### src/core/dms_map.vh
`ifndef DMS_MAP_VH
`define DMS_MAP_VH
// register byte offsets
`define DMS_OFS_GLOBAL_EN 8'h00
`define DMS_OFS_HANDLER 8'h04
`define DMS_OFS_STATUS 8'h08
`define DMS_OFS_IRQ_STATUS 8'h0C
`define DMS_OFS_IRQ_MASK 8'h10
`define DMS_OFS_SADDR 8'h14
`define DMS_OFS_DADDR 8'h18
`define DMS_OFS_DSCR 8'h1C
`define DMS_OFS_CTRLA 8'h20
`define DMS_OFS_CTRLB 8'h24
`define DMS_OFS_CFG 8'h28
`define DMS_OFS_SOURCE_PIP_ENABLE 8'h2C
`define DMS_OFS_DEST_PIP_ENABLE 8'h30
`define DMS_OFS_SWREQ 8'h34
// global enable, handler and status fields
`define DMS_GLOBAL_EN_BIT 0
`define DMS_HANDLER_ENA_BIT 0
`define DMS_HANDLER_KEEP_BIT 8
`define DMS_STATUS_ENA_BIT 0
`define DMS_STATUS_STALL_BIT 8
// irq status and mask fields
`define DMS_IRQ_BTC_BIT 0
`define DMS_IRQ_CBTC_BIT 8
// control word a
`define DMS_CTRLA_SIZE_MSB 15
`define DMS_CTRLA_SIZE_LSB 0
`define DMS_CTRLA_SWIDTH_MSB 25
`define DMS_CTRLA_SWIDTH_LSB 24
`define DMS_CTRLA_DWIDTH_MSB 29
`define DMS_CTRLA_DWIDTH_LSB 28
`define DMS_CTRLA_DONE_BIT 31
// control word b
`define DMS_CTRLB_SLAYER_BIT 0
`define DMS_CTRLB_DLAYER_BIT 4
`define DMS_CTRLB_SOURCE_PIP_ENABLE_BIT 8
`define DMS_CTRLB_DEST_PIP_ENABLE_BIT 12
`define DMS_CTRLB_DLINK_BIT 16
`define DMS_CTRLB_FC_MSB 22
`define DMS_CTRLB_FC_LSB 21
`define DMS_CTRLB_SSTEP_MSB 25
`define DMS_CTRLB_SSTEP_LSB 24
`define DMS_CTRLB_DSTEP_MSB 29
`define DMS_CTRLB_DSTEP_LSB 28
`define DMS_CTRLB_AUTO_BIT 31
// channel configuration
`define DMS_CFG_SPER_MSB 3
`define DMS_CFG_SPER_LSB 0
`define DMS_CFG_DPER_MSB 7
`define DMS_CFG_DPER_LSB 4
`define DMS_CFG_SHW_BIT 9
`define DMS_CFG_DHW_BIT 13
// picture-in-picture registers
`define DMS_PIP_HOLE_MSB 15
`define DMS_PIP_HOLE_LSB 0
`define DMS_PIP_BOUND_MSB 25
`define DMS_PIP_BOUND_LSB 16
// descriptor layout
`define DMS_DSCR_LAYER_MSB 1
`define DMS_DSCR_LAYER_LSB 0
`define DMS_DESC_WORDS 3'h4
`define DMS_DESC_CTRLA_OFS 32'h00000008
// reset values
`define DMS_RST_WORD 32'h00000000
`endif

### src/core/dms_sync.v
`timescale 1ns/1ps
`default_nettype none
module dms_sync #(
  parameter WIDTH = 16
) (
  input wire i_ref_clk, // clock
  input wire i_rst_n, // async reset, active low
  input wire [WIDTH-1:0] i_async, // pin level
  output reg [WIDTH-1:0] o_sync // synchronised level
);
  reg [WIDTH-1:0] meta;

  always @(posedge i_ref_clk or negedge i_rst_n) begin
    if (!i_rst_n) begin
      meta <= {WIDTH{1'b0}};
      o_sync <= {WIDTH{1'b0}};
    end else begin
      meta <= i_async;
      o_sync <= meta;
    end
  end
endmodule // dms_sync
`default_nettype wire

### src/core/dms_addr_step.v
`timescale 1ns/1ps
`default_nettype none
module dms_addr_step (
  input wire [31:0] i_addr, // current address
  input wire [1:0] i_width, // 0 byte, 1 half, 2 word
  input wire [1:0] i_step, // 0 incr, 1 decr, else fixed
  input wire i_pip_en, // picture-in-picture stepping on
  input wire i_pip_hit, // boundary reached on this item
  input wire [15:0] i_pip_hole, // extra bytes skipped at boundary
  output reg [31:0] o_next // address of next item
);
  reg [31:0] size;

  always @* begin
    size = (i_width == 2'h0) ? 32'h00000001 : (i_width == 2'h1) ? 32'h00000002 : 32'h00000004;
    if (i_step == 2'h0)
      o_next = i_addr + size;
    else if (i_step == 2'h1)
      o_next = i_addr - size;
    else
      o_next = i_addr;
    if (i_pip_en && i_pip_hit)
      o_next = o_next + {16'h0000, i_pip_hole};
  end
endmodule // dms_addr_step
`default_nettype wire

### src/core/dms_channel.v
// Notes on behaviour
// - handshake type bit per side: 1 hardware
// - hardware side uses configured peripheral number
// - fetch five words, drop fetched source address
// - first fetch from descriptor pointer register
// - write back control word a only
// - done bit set in written-back word
// - linked mode restores initial source address
// - terminating row: chained flag, channel disabled
// - otherwise fetch next descriptor, keep source
// - contiguous mode reloads source, keeps destination
// - unmasked auto mode stalls until resume write
// - masked auto mode continues without stall
// - start needs channel and global enable
// - reading irq status clears pending flags
// - acknowledge each hardware-handshake peripheral transaction on completion
// - honour flow control, widths, layers, stepping
// - pip enable uses pip register stepping
//
// The implementer's own choices: the register addresses and the Wishbone interface to the registers.
`timescale 1ns/1ps
`default_nettype none
`include "dms_map.vh"
module dms_channel (
  input wire i_ref_clk, // 100 MHz clock
  input wire i_rst_n, // async reset, active low
  input wire i_wb_cyc, // wishbone cycle
  input wire i_wb_stb, // wishbone strobe
  input wire i_wb_we, // wishbone write
  input wire [31:0] i_wb_adr, // wishbone byte address
  input wire [3:0] i_wb_sel, // wishbone byte enables
  input wire [31:0] i_wb_dat, // wishbone write data
  output reg [31:0] o_wb_dat, // wishbone read data
  output reg o_wb_ack, // wishbone acknowledge
  output reg o_mem_req, // memory request, held until ack
  output reg o_mem_we, // memory write
  output reg [31:0] o_mem_addr, // memory address
  output reg [31:0] o_mem_wdata, // memory write data
  output reg [1:0] o_mem_layer, // bus layer select
  output reg [1:0] o_mem_size, // transfer width
  input wire i_mem_ack, // memory done, one cycle
  input wire [31:0] i_mem_rdata, // memory read data
  input wire [15:0] i_periph_req, // peripheral requests (pins)
  output reg [15:0] o_periph_ack, // peripheral ack pulses
  output reg o_irq // interrupt, active high
);
  localparam [6:0] ST_IDLE = 7'h01;
  localparam [6:0] ST_FETCH = 7'h02;
  localparam [6:0] ST_RD = 7'h04;
  localparam [6:0] ST_WR = 7'h08;
  localparam [6:0] ST_WB = 7'h10;
  localparam [6:0] ST_END = 7'h20;
  localparam [6:0] ST_STALL = 7'h40;

  reg [6:0] state;
  reg global_en;
  reg chan_en;
  reg stall;
  reg [31:0] irq_status;
  reg [31:0] irq_mask;
  reg [31:0] saddr;
  reg [31:0] daddr;
  reg [31:0] dscr;
  reg [31:0] ctrla;
  reg [31:0] ctrlb;
  reg [31:0] cfg;
  reg [31:0] source_pip_enable;
  reg [31:0] dest_pip_enable;
  reg [1:0] sw_req;
  reg [31:0] init_saddr;
  reg [31:0] fetch_ptr;
  reg [1:0] fetch_layer;
  reg [2:0] fetch_idx;
  reg [31:0] data_buf;
  reg [15:0] xfer_cnt;
  reg [9:0] source_pip_enable_cnt;
  reg [9:0] dest_pip_enable_cnt;
  reg [31:0] rd_val;
  wire [15:0] req_sync;
  wire [31:0] s_next;
  wire [31:0] d_next;

  wire wb_hit = i_wb_cyc & i_wb_stb & ~o_wb_ack;
  wire wb_wr = wb_hit & i_wb_we;
  wire wb_rd = wb_hit & ~i_wb_we;
  wire [31:0] wmask = {{8{i_wb_sel[3]}}, {8{i_wb_sel[2]}}, {8{i_wb_sel[1]}}, {8{i_wb_sel[0]}}};
  wire [1:0] fc = ctrlb[`DMS_CTRLB_FC_MSB:`DMS_CTRLB_FC_LSB];
  wire src_is_per = fc[1];
  wire dst_is_per = fc[0];
  wire src_hw = cfg[`DMS_CFG_SHW_BIT];
  wire dst_hw = cfg[`DMS_CFG_DHW_BIT];
  wire [3:0] source_peripheral_num = cfg[`DMS_CFG_SPER_MSB:`DMS_CFG_SPER_LSB];
  wire [3:0] dest_peripheral_num = cfg[`DMS_CFG_DPER_MSB:`DMS_CFG_DPER_LSB];
  wire linked = ctrlb[`DMS_CTRLB_DLINK_BIT];
  // memory sides never wait on a handshake
  wire src_ok = ~src_is_per | (src_hw ? req_sync[source_peripheral_num] : sw_req[0]);
  wire dst_ok = ~dst_is_per | (dst_hw ? req_sync[dest_peripheral_num] : sw_req[1]);
  wire [15:0] buf_size = ctrla[`DMS_CTRLA_SIZE_MSB:`DMS_CTRLA_SIZE_LSB];
  // a zero size still moves one item rather than wrapping the counter
  wire last_item = (xfer_cnt + 16'h0001) >= buf_size;
  wire [9:0] source_pip_enable_bound = source_pip_enable[`DMS_PIP_BOUND_MSB:`DMS_PIP_BOUND_LSB];
  wire [9:0] dest_pip_enable_bound = dest_pip_enable[`DMS_PIP_BOUND_MSB:`DMS_PIP_BOUND_LSB];
  wire source_pip_enable_hit = (source_pip_enable_cnt == source_pip_enable_bound);
  wire dest_pip_enable_hit = (dest_pip_enable_cnt == dest_pip_enable_bound);
  // row 1: linked chain ends on a zero pointer, contiguous on auto cleared
  wire terminate = linked ? (dscr[31:2] == 30'h00000000) : ~ctrlb[`DMS_CTRLB_AUTO_BIT];

  dms_sync #(
    .WIDTH(16)
  ) u_req_sync (
    .i_ref_clk(i_ref_clk),
    .i_rst_n(i_rst_n),
    .i_async(i_periph_req),
    .o_sync(req_sync)
  );

  dms_addr_step u_src_step (
    .i_addr(saddr),
    .i_width(ctrla[`DMS_CTRLA_SWIDTH_MSB:`DMS_CTRLA_SWIDTH_LSB]),
    .i_step(ctrlb[`DMS_CTRLB_SSTEP_MSB:`DMS_CTRLB_SSTEP_LSB]),
    .i_pip_en(ctrlb[`DMS_CTRLB_SOURCE_PIP_ENABLE_BIT]),
    .i_pip_hit(source_pip_enable_hit),
    .i_pip_hole(source_pip_enable[`DMS_PIP_HOLE_MSB:`DMS_PIP_HOLE_LSB]),
    .o_next(s_next)
  );

  dms_addr_step u_dst_step (
    .i_addr(daddr),
    .i_width(ctrla[`DMS_CTRLA_DWIDTH_MSB:`DMS_CTRLA_DWIDTH_LSB]),
    .i_step(ctrlb[`DMS_CTRLB_DSTEP_MSB:`DMS_CTRLB_DSTEP_LSB]),
    .i_pip_en(ctrlb[`DMS_CTRLB_DEST_PIP_ENABLE_BIT]),
    .i_pip_hit(dest_pip_enable_hit),
    .i_pip_hole(dest_pip_enable[`DMS_PIP_HOLE_MSB:`DMS_PIP_HOLE_LSB]),
    .o_next(d_next)
  );

  always @* begin
    rd_val = `DMS_RST_WORD;
    case (i_wb_adr[7:0])
      `DMS_OFS_GLOBAL_EN: rd_val[`DMS_GLOBAL_EN_BIT] = global_en;
      `DMS_OFS_STATUS: begin
        rd_val[`DMS_STATUS_ENA_BIT] = chan_en;
        rd_val[`DMS_STATUS_STALL_BIT] = stall;
      end
      `DMS_OFS_IRQ_STATUS: rd_val = irq_status;
      `DMS_OFS_IRQ_MASK: rd_val = irq_mask;
      `DMS_OFS_SADDR: rd_val = saddr;
      `DMS_OFS_DADDR: rd_val = daddr;
      `DMS_OFS_DSCR: rd_val = dscr;
      `DMS_OFS_CTRLA: rd_val = ctrla;
      `DMS_OFS_CTRLB: rd_val = ctrlb;
      `DMS_OFS_CFG: rd_val = cfg;
      `DMS_OFS_SOURCE_PIP_ENABLE: rd_val = source_pip_enable;
      `DMS_OFS_DEST_PIP_ENABLE: rd_val = dest_pip_enable;
      `DMS_OFS_SWREQ: rd_val[1:0] = sw_req;
      default: rd_val = `DMS_RST_WORD;
    endcase
  end

  always @(posedge i_ref_clk or negedge i_rst_n) begin
    if (!i_rst_n) begin
      o_wb_ack <= 1'b0;
      o_wb_dat <= `DMS_RST_WORD;
      o_irq <= 1'b0;
    end else begin
      o_wb_ack <= wb_hit;
      o_wb_dat <= wb_rd ? rd_val : `DMS_RST_WORD;
      o_irq <= |(irq_status & irq_mask);
    end
  end

  always @(posedge i_ref_clk or negedge i_rst_n) begin
    if (!i_rst_n) begin
      state <= ST_IDLE;
      global_en <= 1'b0;
      chan_en <= 1'b0;
      stall <= 1'b0;
      irq_status <= `DMS_RST_WORD;
      irq_mask <= `DMS_RST_WORD;
      saddr <= `DMS_RST_WORD;
      daddr <= `DMS_RST_WORD;
      dscr <= `DMS_RST_WORD;
      ctrla <= `DMS_RST_WORD;
      ctrlb <= `DMS_RST_WORD;
      cfg <= `DMS_RST_WORD;
      source_pip_enable <= `DMS_RST_WORD;
      dest_pip_enable <= `DMS_RST_WORD;
      sw_req <= 2'h0;
      init_saddr <= `DMS_RST_WORD;
      fetch_ptr <= `DMS_RST_WORD;
      fetch_layer <= 2'h0;
      fetch_idx <= 3'h0;
      data_buf <= `DMS_RST_WORD;
      xfer_cnt <= 16'h0000;
      source_pip_enable_cnt <= 10'h000;
      dest_pip_enable_cnt <= 10'h000;
      o_mem_req <= 1'b0;
      o_mem_we <= 1'b0;
      o_mem_addr <= `DMS_RST_WORD;
      o_mem_wdata <= `DMS_RST_WORD;
      o_mem_layer <= 2'h0;
      o_mem_size <= 2'h0;
      o_periph_ack <= 16'h0000;
    end else begin
      o_periph_ack <= 16'h0000;
      // software side first so hardware updates below win the same cycle
      if (wb_rd && i_wb_adr[7:0] == `DMS_OFS_IRQ_STATUS)
        irq_status <= `DMS_RST_WORD;
      if (wb_wr) begin
        case (i_wb_adr[7:0])
          `DMS_OFS_GLOBAL_EN: if (i_wb_sel[0]) global_en <= i_wb_dat[`DMS_GLOBAL_EN_BIT];
          `DMS_OFS_HANDLER: begin
            if (i_wb_sel[0] && i_wb_dat[`DMS_HANDLER_ENA_BIT])
              chan_en <= 1'b1;
            if (i_wb_sel[1] && i_wb_dat[`DMS_HANDLER_KEEP_BIT])
              stall <= 1'b0;
          end
          `DMS_OFS_IRQ_MASK: irq_mask <= (irq_mask & ~wmask) | (i_wb_dat & wmask);
          `DMS_OFS_SADDR: saddr <= (saddr & ~wmask) | (i_wb_dat & wmask);
          `DMS_OFS_DADDR: daddr <= (daddr & ~wmask) | (i_wb_dat & wmask);
          `DMS_OFS_DSCR: dscr <= (dscr & ~wmask) | (i_wb_dat & wmask);
          `DMS_OFS_CTRLA: ctrla <= (ctrla & ~wmask) | (i_wb_dat & wmask);
          `DMS_OFS_CTRLB: ctrlb <= (ctrlb & ~wmask) | (i_wb_dat & wmask);
          `DMS_OFS_CFG: cfg <= (cfg & ~wmask) | (i_wb_dat & wmask);
          `DMS_OFS_SOURCE_PIP_ENABLE: source_pip_enable <= (source_pip_enable & ~wmask) | (i_wb_dat & wmask);
          `DMS_OFS_DEST_PIP_ENABLE: dest_pip_enable <= (dest_pip_enable & ~wmask) | (i_wb_dat & wmask);
          `DMS_OFS_SWREQ: if (i_wb_sel[0]) sw_req <= sw_req | i_wb_dat[1:0];
          default: ;
        endcase
      end
      case (state)
        ST_IDLE: begin
          if (chan_en && global_en) begin
            init_saddr <= saddr;
            xfer_cnt <= 16'h0000;
            source_pip_enable_cnt <= 10'h000;
            dest_pip_enable_cnt <= 10'h000;
            fetch_ptr <= {dscr[31:2], 2'b00};
            fetch_layer <= dscr[`DMS_DSCR_LAYER_MSB:`DMS_DSCR_LAYER_LSB];
            fetch_idx <= 3'h0;
            state <= linked ? ST_FETCH : ST_RD;
          end
        end
        ST_FETCH: begin
          if (!o_mem_req) begin
            o_mem_req <= 1'b1;
            o_mem_we <= 1'b0;
            o_mem_addr <= fetch_ptr + {27'h0000000, fetch_idx, 2'b00};
            o_mem_layer <= fetch_layer;
            o_mem_size <= 2'h2;
          end else if (i_mem_ack) begin
            o_mem_req <= 1'b0;
            // word 0 is the descriptor's source address and is dropped
            case (fetch_idx)
              3'h1: daddr <= i_mem_rdata;
              3'h2: ctrla <= i_mem_rdata;
              3'h3: ctrlb <= i_mem_rdata;
              3'h4: dscr <= i_mem_rdata;
              default: ;
            endcase
            fetch_idx <= fetch_idx + 3'h1;
            if (fetch_idx == `DMS_DESC_WORDS) begin
              xfer_cnt <= 16'h0000;
              state <= ST_RD;
            end
          end
        end
        ST_RD: begin
          if (!o_mem_req && src_ok) begin
            o_mem_req <= 1'b1;
            o_mem_we <= 1'b0;
            o_mem_addr <= saddr;
            o_mem_layer <= {1'b0, ctrlb[`DMS_CTRLB_SLAYER_BIT]};
            o_mem_size <= ctrla[`DMS_CTRLA_SWIDTH_MSB:`DMS_CTRLA_SWIDTH_LSB];
          end else if (o_mem_req && i_mem_ack) begin
            o_mem_req <= 1'b0;
            data_buf <= i_mem_rdata;
            state <= ST_WR;
          end
        end
        ST_WR: begin
          if (!o_mem_req && dst_ok) begin
            o_mem_req <= 1'b1;
            o_mem_we <= 1'b1;
            o_mem_addr <= daddr;
            o_mem_wdata <= data_buf;
            o_mem_layer <= {1'b0, ctrlb[`DMS_CTRLB_DLAYER_BIT]};
            o_mem_size <= ctrla[`DMS_CTRLA_DWIDTH_MSB:`DMS_CTRLA_DWIDTH_LSB];
          end else if (o_mem_req && i_mem_ack) begin
            o_mem_req <= 1'b0;
            o_periph_ack <= ((src_is_per && src_hw) ? (16'h0001 << source_peripheral_num) : 16'h0000) |
                            ((dst_is_per && dst_hw) ? (16'h0001 << dest_peripheral_num) : 16'h0000);
            sw_req <= 2'h0;
            saddr <= s_next;
            daddr <= d_next;
            source_pip_enable_cnt <= source_pip_enable_hit ? 10'h000 : source_pip_enable_cnt + 10'h001;
            dest_pip_enable_cnt <= dest_pip_enable_hit ? 10'h000 : dest_pip_enable_cnt + 10'h001;
            xfer_cnt <= xfer_cnt + 16'h0001;
            if (last_item) begin
              ctrla[`DMS_CTRLA_DONE_BIT] <= 1'b1;
              state <= linked ? ST_WB : ST_END;
            end else begin
              state <= ST_RD;
            end
          end
        end
        ST_WB: begin
          if (!o_mem_req) begin
            o_mem_req <= 1'b1;
            o_mem_we <= 1'b1;
            o_mem_addr <= fetch_ptr + `DMS_DESC_CTRLA_OFS;
            o_mem_wdata <= ctrla;
            o_mem_layer <= fetch_layer;
            o_mem_size <= 2'h2;
          end else if (i_mem_ack) begin
            o_mem_req <= 1'b0;
            state <= ST_END;
          end
        end
        ST_END: begin
          saddr <= init_saddr;
          irq_status[`DMS_IRQ_BTC_BIT] <= 1'b1;
          xfer_cnt <= 16'h0000;
          if (terminate) begin
            irq_status[`DMS_IRQ_CBTC_BIT] <= 1'b1;
            chan_en <= 1'b0;
            state <= ST_IDLE;
          end else if (linked) begin
            fetch_ptr <= {dscr[31:2], 2'b00};
            fetch_layer <= dscr[`DMS_DSCR_LAYER_MSB:`DMS_DSCR_LAYER_LSB];
            fetch_idx <= 3'h0;
            state <= ST_FETCH;
          end else if (irq_mask[`DMS_IRQ_BTC_BIT]) begin
            stall <= 1'b1;
            state <= ST_STALL;
          end else begin
            state <= ST_RD;
          end
        end
        ST_STALL: begin
          if (!stall)
            state <= ST_RD;
        end
        default: state <= ST_IDLE;
      endcase
    end
  end
endmodule // dms_channel
`default_nettype wire

### config.mk
export PLATFORM = sky130hd
export DESIGN_NAME = dms_channel
export DESIGN_NICKNAME = d
export VERILOG_FILES = /design/src/core/dms_sync.v /design/src/core/dms_addr_step.v /design/src/core/dms_channel.v
export VERILOG_INCLUDE_DIRS = /design/src /design/src/core
export SDC_FILE = /design/constraint.sdc
export NUM_CORES = 1
export LEC_CHECK = 0
export BUFFER_PORTS_ARGS = -buffer_cell sky130_fd_sc_hd__buf_2
export CAP_MARGIN = 20
export CORE_AREA = 2 2 279 281
export CTS_BUF_LIST = sky130_fd_sc_hd__clkbuf_8
export CTS_CLUSTER_DIAMETER = 80
export DETAILED_ROUTE_END_ITERATION = 8
export DIE_AREA = 0 0 281 283
export HOLD_SLACK_MARGIN = 0.08
export PLACE_DENSITY = 0.61
export SLEW_MARGIN = 20
export SYNTH_ARGS = -nofsm -noshare
export SYNTH_HDL_FRONTEND = slang
export SYNTH_SLANG_ARGS = --single-unit
### constraint.sdc
create_clock -name i_ref_clk -period 4.05 [get_ports i_ref_clk]
set_clock_uncertainty 0.15 [all_clocks]
set_input_delay 0.405 -clock i_ref_clk [delete_from_list [all_inputs] [get_ports i_ref_clk]]
set_output_delay 0.405 -clock i_ref_clk [all_outputs]
set_load 0.1 [all_outputs]
==> flow_results.org <==
** Setup path
- Crit. Startpoint :: ctrla[25]
- Capturing element of the worst setup path :: saddr[18]
- For flop-to-flop paths, the worst setup slack is -0.23 ns.
- Arrival time of data at the critical path endpoint :: 4.72 ns
- Crit end category :: flop
- Required time of the critical path :: 4.49 ns
- Critical path launch point type :: flop
- The worst register-to-register path ends at saddr[18].
- Origin of the critical flop-to-flop path :: ctrla[25]
- Measured in cells, the most critical reg-to-reg path has a length of 19.
- Worst Setup Path Type :: reg2reg
- Max FO, Critical Path :: 5

** Placement
- Routability congestion estimate :: 1.02
- The number of placed instances, taps included, is 4,808.
- IO buf count :: 217
- The wire-length estimate of the detail-placed layout is 101,000 um.

** Power and ir drop
- Final Total Pwr :: 18.0 mW
- Across the VDD grid, the largest voltage drop is 0.000255 V.
- Pwr Density :: 418 nW/um2
- Reported leakage power :: 20.4 nW

** STA
- For this run, the top clock speed supported by timing is 234 MHz.
- The worst pin sits at a relative slew slack of 21.7%.
- Setup-violating endpoint count in the final report :: 21
- Setup repair after global routing could not meet its margin everywhere.
- Slew at the pin closest to its max-slew limit :: 1.16 ns
- Final hold analysis gives a worst-case slack of 0.117 ns.
- The routed design could run at a clock period as short as 4.28 ns.
- Final period utilization :: 106%
- Total negative setup slack :: -2.24 ns
- Hold Fails Final Rpt :: 0
- Slack of the critical path :: -0.226 ns
- The final count of pins violating max slew was 0.

** Drt
- Once detail routing completed, the nets flagged for antenna violations numbered 0.
- In the routed design, unresolved DRC markers number 0.
- Total via count in the routed design :: 32,100
- The final layout contains routed wiring with a total length of 139,000 um.
- Routed vias/inst :: 6.20
- Number of detailed-route iterations in the first pass :: 7
- Routed len/inst :: 26.8 um
- Number of DRC violations after detailed-routing iteration 0 :: 4,310

** Finish
- Across the whole layout, storage elements account for 14,700 um2.
- Cell Count, Final, Fillers Out :: 5,174
- In the final layout, the multi-input gates occupy 19,200 um2.
- Fillers :: 6,782
- At the end of the flow, the number of nets in the layout was 4,253.
- Ratio of cells with drive above 1 in the final layout :: 29.4%
- Area growth from synthesis to final layout :: 26.4%

** Logic synthesis
- Synth async-reset ratio :: 100%
- FF+latch count, synth :: 589
- The share of the Yosys chip area taken by registers is 43.3%.
- Synthesis instantiated 99 different standard cells from the library.
- After synthesis, the mean cell area works out to 9.77 um2.
- Post-synth design cell area :: 34,100 um2
- In this run, synthesis inferred 0 flip-flops with an integrated enable.
- Total nets after synthesis :: 3,687
- Number of instances in the synthesized netlist :: 3,488
- Ys flop type :: sky130_fd_sc_hd__dfrtp_1
- Yosys printed 0 warnings.

** CTS
- The clock drives 589 sinks.
- After clock tree synthesis, the clock-pin slew on the worst setup and hold paths is 0.07 ns.
- The H-tree was split into 3 levels.
- Worst skew pair latency :: 0.76 ns
- Buffer cell driving the clock tree root :: sky130_fd_sc_hd__clkbuf_8
- TritonCTS built the clock tree.
- Buffers from clock root to sink, at most :: 3
- Clock tree synthesis inserted a total of 102 buffers.

** Status
- Result of the run :: complete, but fails checks
- The checks that failed: negative setup slack.

** Floorplanning
- The total area inside the core boundary comes to 76,700 um2.
- Initial core utilization :: 44.4%
- Width of the die :: 281 um
- Row generation in the floorplan step produced 102 rows.
- Area of the die :: 79,500 um2
- 242 I/O pins were placed.
- The floorplan step set the die height to 283 um.

** Global routing
- Pin count of the biggest net entering global routing :: 126
- GRT Util Overall :: 34.4%
- The initial antenna violation count came to 7.
- After global routing the overflow that remains totals 0.
- Vias in the first global route :: 30,900
- The first global-routing pass estimated 204,000 um of wire.

** Flow run
- Max-cap viol count :: 0

** Worst hold path
- The tightest min-delay check is of the in2reg type.
per-stage QoR:
stage	utilization, %	setup WS (ns)	instance area, um2
2_1_floorplan	-	-0.0256	34100
3_3_place_gp	49.6	-0.390	38100
3_5_place_dp	49.6	-0.428	38100
4_1_cts	55.1	-0.122	42300
5_1_grt	56.2	-0.425	43100
6_report	56.2	-0.226	43100
metal layers:
metal,global-route usage (%),part of all wire [%]
met5,0,0
met4,15.4,4.9
met3,8.35,11
met2,50.2,43
met1,48.1,41
final cells by class:
class | instances | share of cell area (%)
diodes | 4 | 0.0232
clock buffers | 133 | 4.25
clock inverters | 47 | 0.900
inverters | 60 | 0.534
multi-input cells | 2580 | 44.5
flip-flops and latches | 589 | 34.2
well taps | 1040 | 3.02
repair buffers | 721 | 12.6
logic make-up after synthesis:
logic type	after synthesis	synth area share (%)
fa+ha+maj	77	2.98
compound gates	902	17.8
flops	589	43.3
xor+xnor	172	4.44
mux	396	12.8
buf+inv	319	4.00
simple gates	1033	14.7
critical path, stage by stage (launching register included):
cell	delay, ns
sky130_fd_sc_hd__dfrtp_2	0.46
sky130_fd_sc_hd__inv_4	0.10
sky130_fd_sc_hd__nand2_4	0.07
sky130_fd_sc_hd__ha_4	0.24
sky130_fd_sc_hd__o21ai_4	0.16
sky130_fd_sc_hd__o211ai_1	0.15
sky130_fd_sc_hd__or3_1	0.35
sky130_fd_sc_hd__o21ai_2	0.09
sky130_fd_sc_hd__xor2_2	0.20
sky130_fd_sc_hd__ha_1	0.29
sky130_fd_sc_hd__a21oi_2	0.19
sky130_fd_sc_hd__o21ai_2	0.08
sky130_fd_sc_hd__or3_1	0.32
sky130_fd_sc_hd__o211ai_1	0.28
sky130_fd_sc_hd__nand2_1	0.17
sky130_fd_sc_hd__and2_4	0.22
sky130_fd_sc_hd__a211oi_2	0.23
sky130_fd_sc_hd__a311oi_2	0.08
sky130_fd_sc_hd__xnor2_1	0.17
sky130_fd_sc_hd__o221ai_1	0.13
worst min-delay path by stage:
stage | startpoint | endpoint | slack (ns) | cells after the start
floorplan | i_rst_n | asynchronous set/reset pin | -0.04 | 0
global placement | u_req_sync.meta[13] | u_req_sync.o_sync[13] | 0.18 | 0
detailed placement | u_req_sync.meta[15] | u_req_sync.o_sync[15] | 0.18 | 0
CTS | i_wb_adr[1] | o_wb_dat[0] | 0.09 | 5
global route | i_periph_req[15] | u_req_sync.meta[15] | 0.14 | 2
finish | i_wb_adr[7] | o_wb_dat[1] | 0.12 | 4
cells in the mapped netlist (all sizes together) (23+ instances only):
master | number | area (um2)
a21oi | 155 | 776
nor3 | 63 | 327
nor2b | 26 | 163
nor4 | 38 | 257
a22oi | 59 | 443
xor2 | 74 | 648
a21o | 23 | 173
o21ai | 244 | 1220
inv | 60 | 225
buf | 50 | 250
o221ai | 46 | 403
nand3 | 82 | 410
and3 | 41 | 258
a221oi | 40 | 357
nand2 | 371 | 1410
clkbuf | 208 | 877
a222oi | 55 | 551
nand4 | 36 | 225
mux2i | 160 | 1600
a31oi | 70 | 438
o22ai | 42 | 263
nor2 | 236 | 893
a22o | 37 | 324
dfrtp | 588 | 14700
ha | 70 | 876
or3 | 27 | 173
xnor2 | 98 | 866
mux2 | 226 | 2540
report_power, final:
group	total (mW)	internal, mW	switching [mW]	leakage, nW
logic	5.21	1.57	3.64	11.3
clock network	5.95	3.27	2.68	1.23
registers	6.84	6.39	0.450	7.93
placed cells by master (no fill, tap or decap), types with 58 or more instances in the layout:
master	n
sky130_fd_sc_hd__o21ai_0	212
sky130_fd_sc_hd__a31oi_1	65
sky130_fd_sc_hd__clkbuf_8	133
sky130_fd_sc_hd__buf_4	351
sky130_fd_sc_hd__mux2i_1	160
sky130_fd_sc_hd__dlygate4sd3_1	124
sky130_fd_sc_hd__nor2_1	212
sky130_fd_sc_hd__xnor2_1	88
sky130_fd_sc_hd__mux2_2	226
sky130_fd_sc_hd__xor2_1	70
sky130_fd_sc_hd__nand3_1	77
sky130_fd_sc_hd__buf_2	216
sky130_fd_sc_hd__inv_1	79
sky130_fd_sc_hd__a21oi_1	136
sky130_fd_sc_hd__a22oi_1	58
sky130_fd_sc_hd__dfrtp_1	585
sky130_fd_sc_hd__nand2_1	363
what timing repair did:
item,4_1_cts,5_1_grt
setup endpoints to repair,37,44
buffers inserted,31,28
gates resized for setup,109,126
pin swaps,64,107
endpoints found under the hold margin,567,0
hold buffers,125,0
No activity file was read; power rests on OpenSTA's default activity.
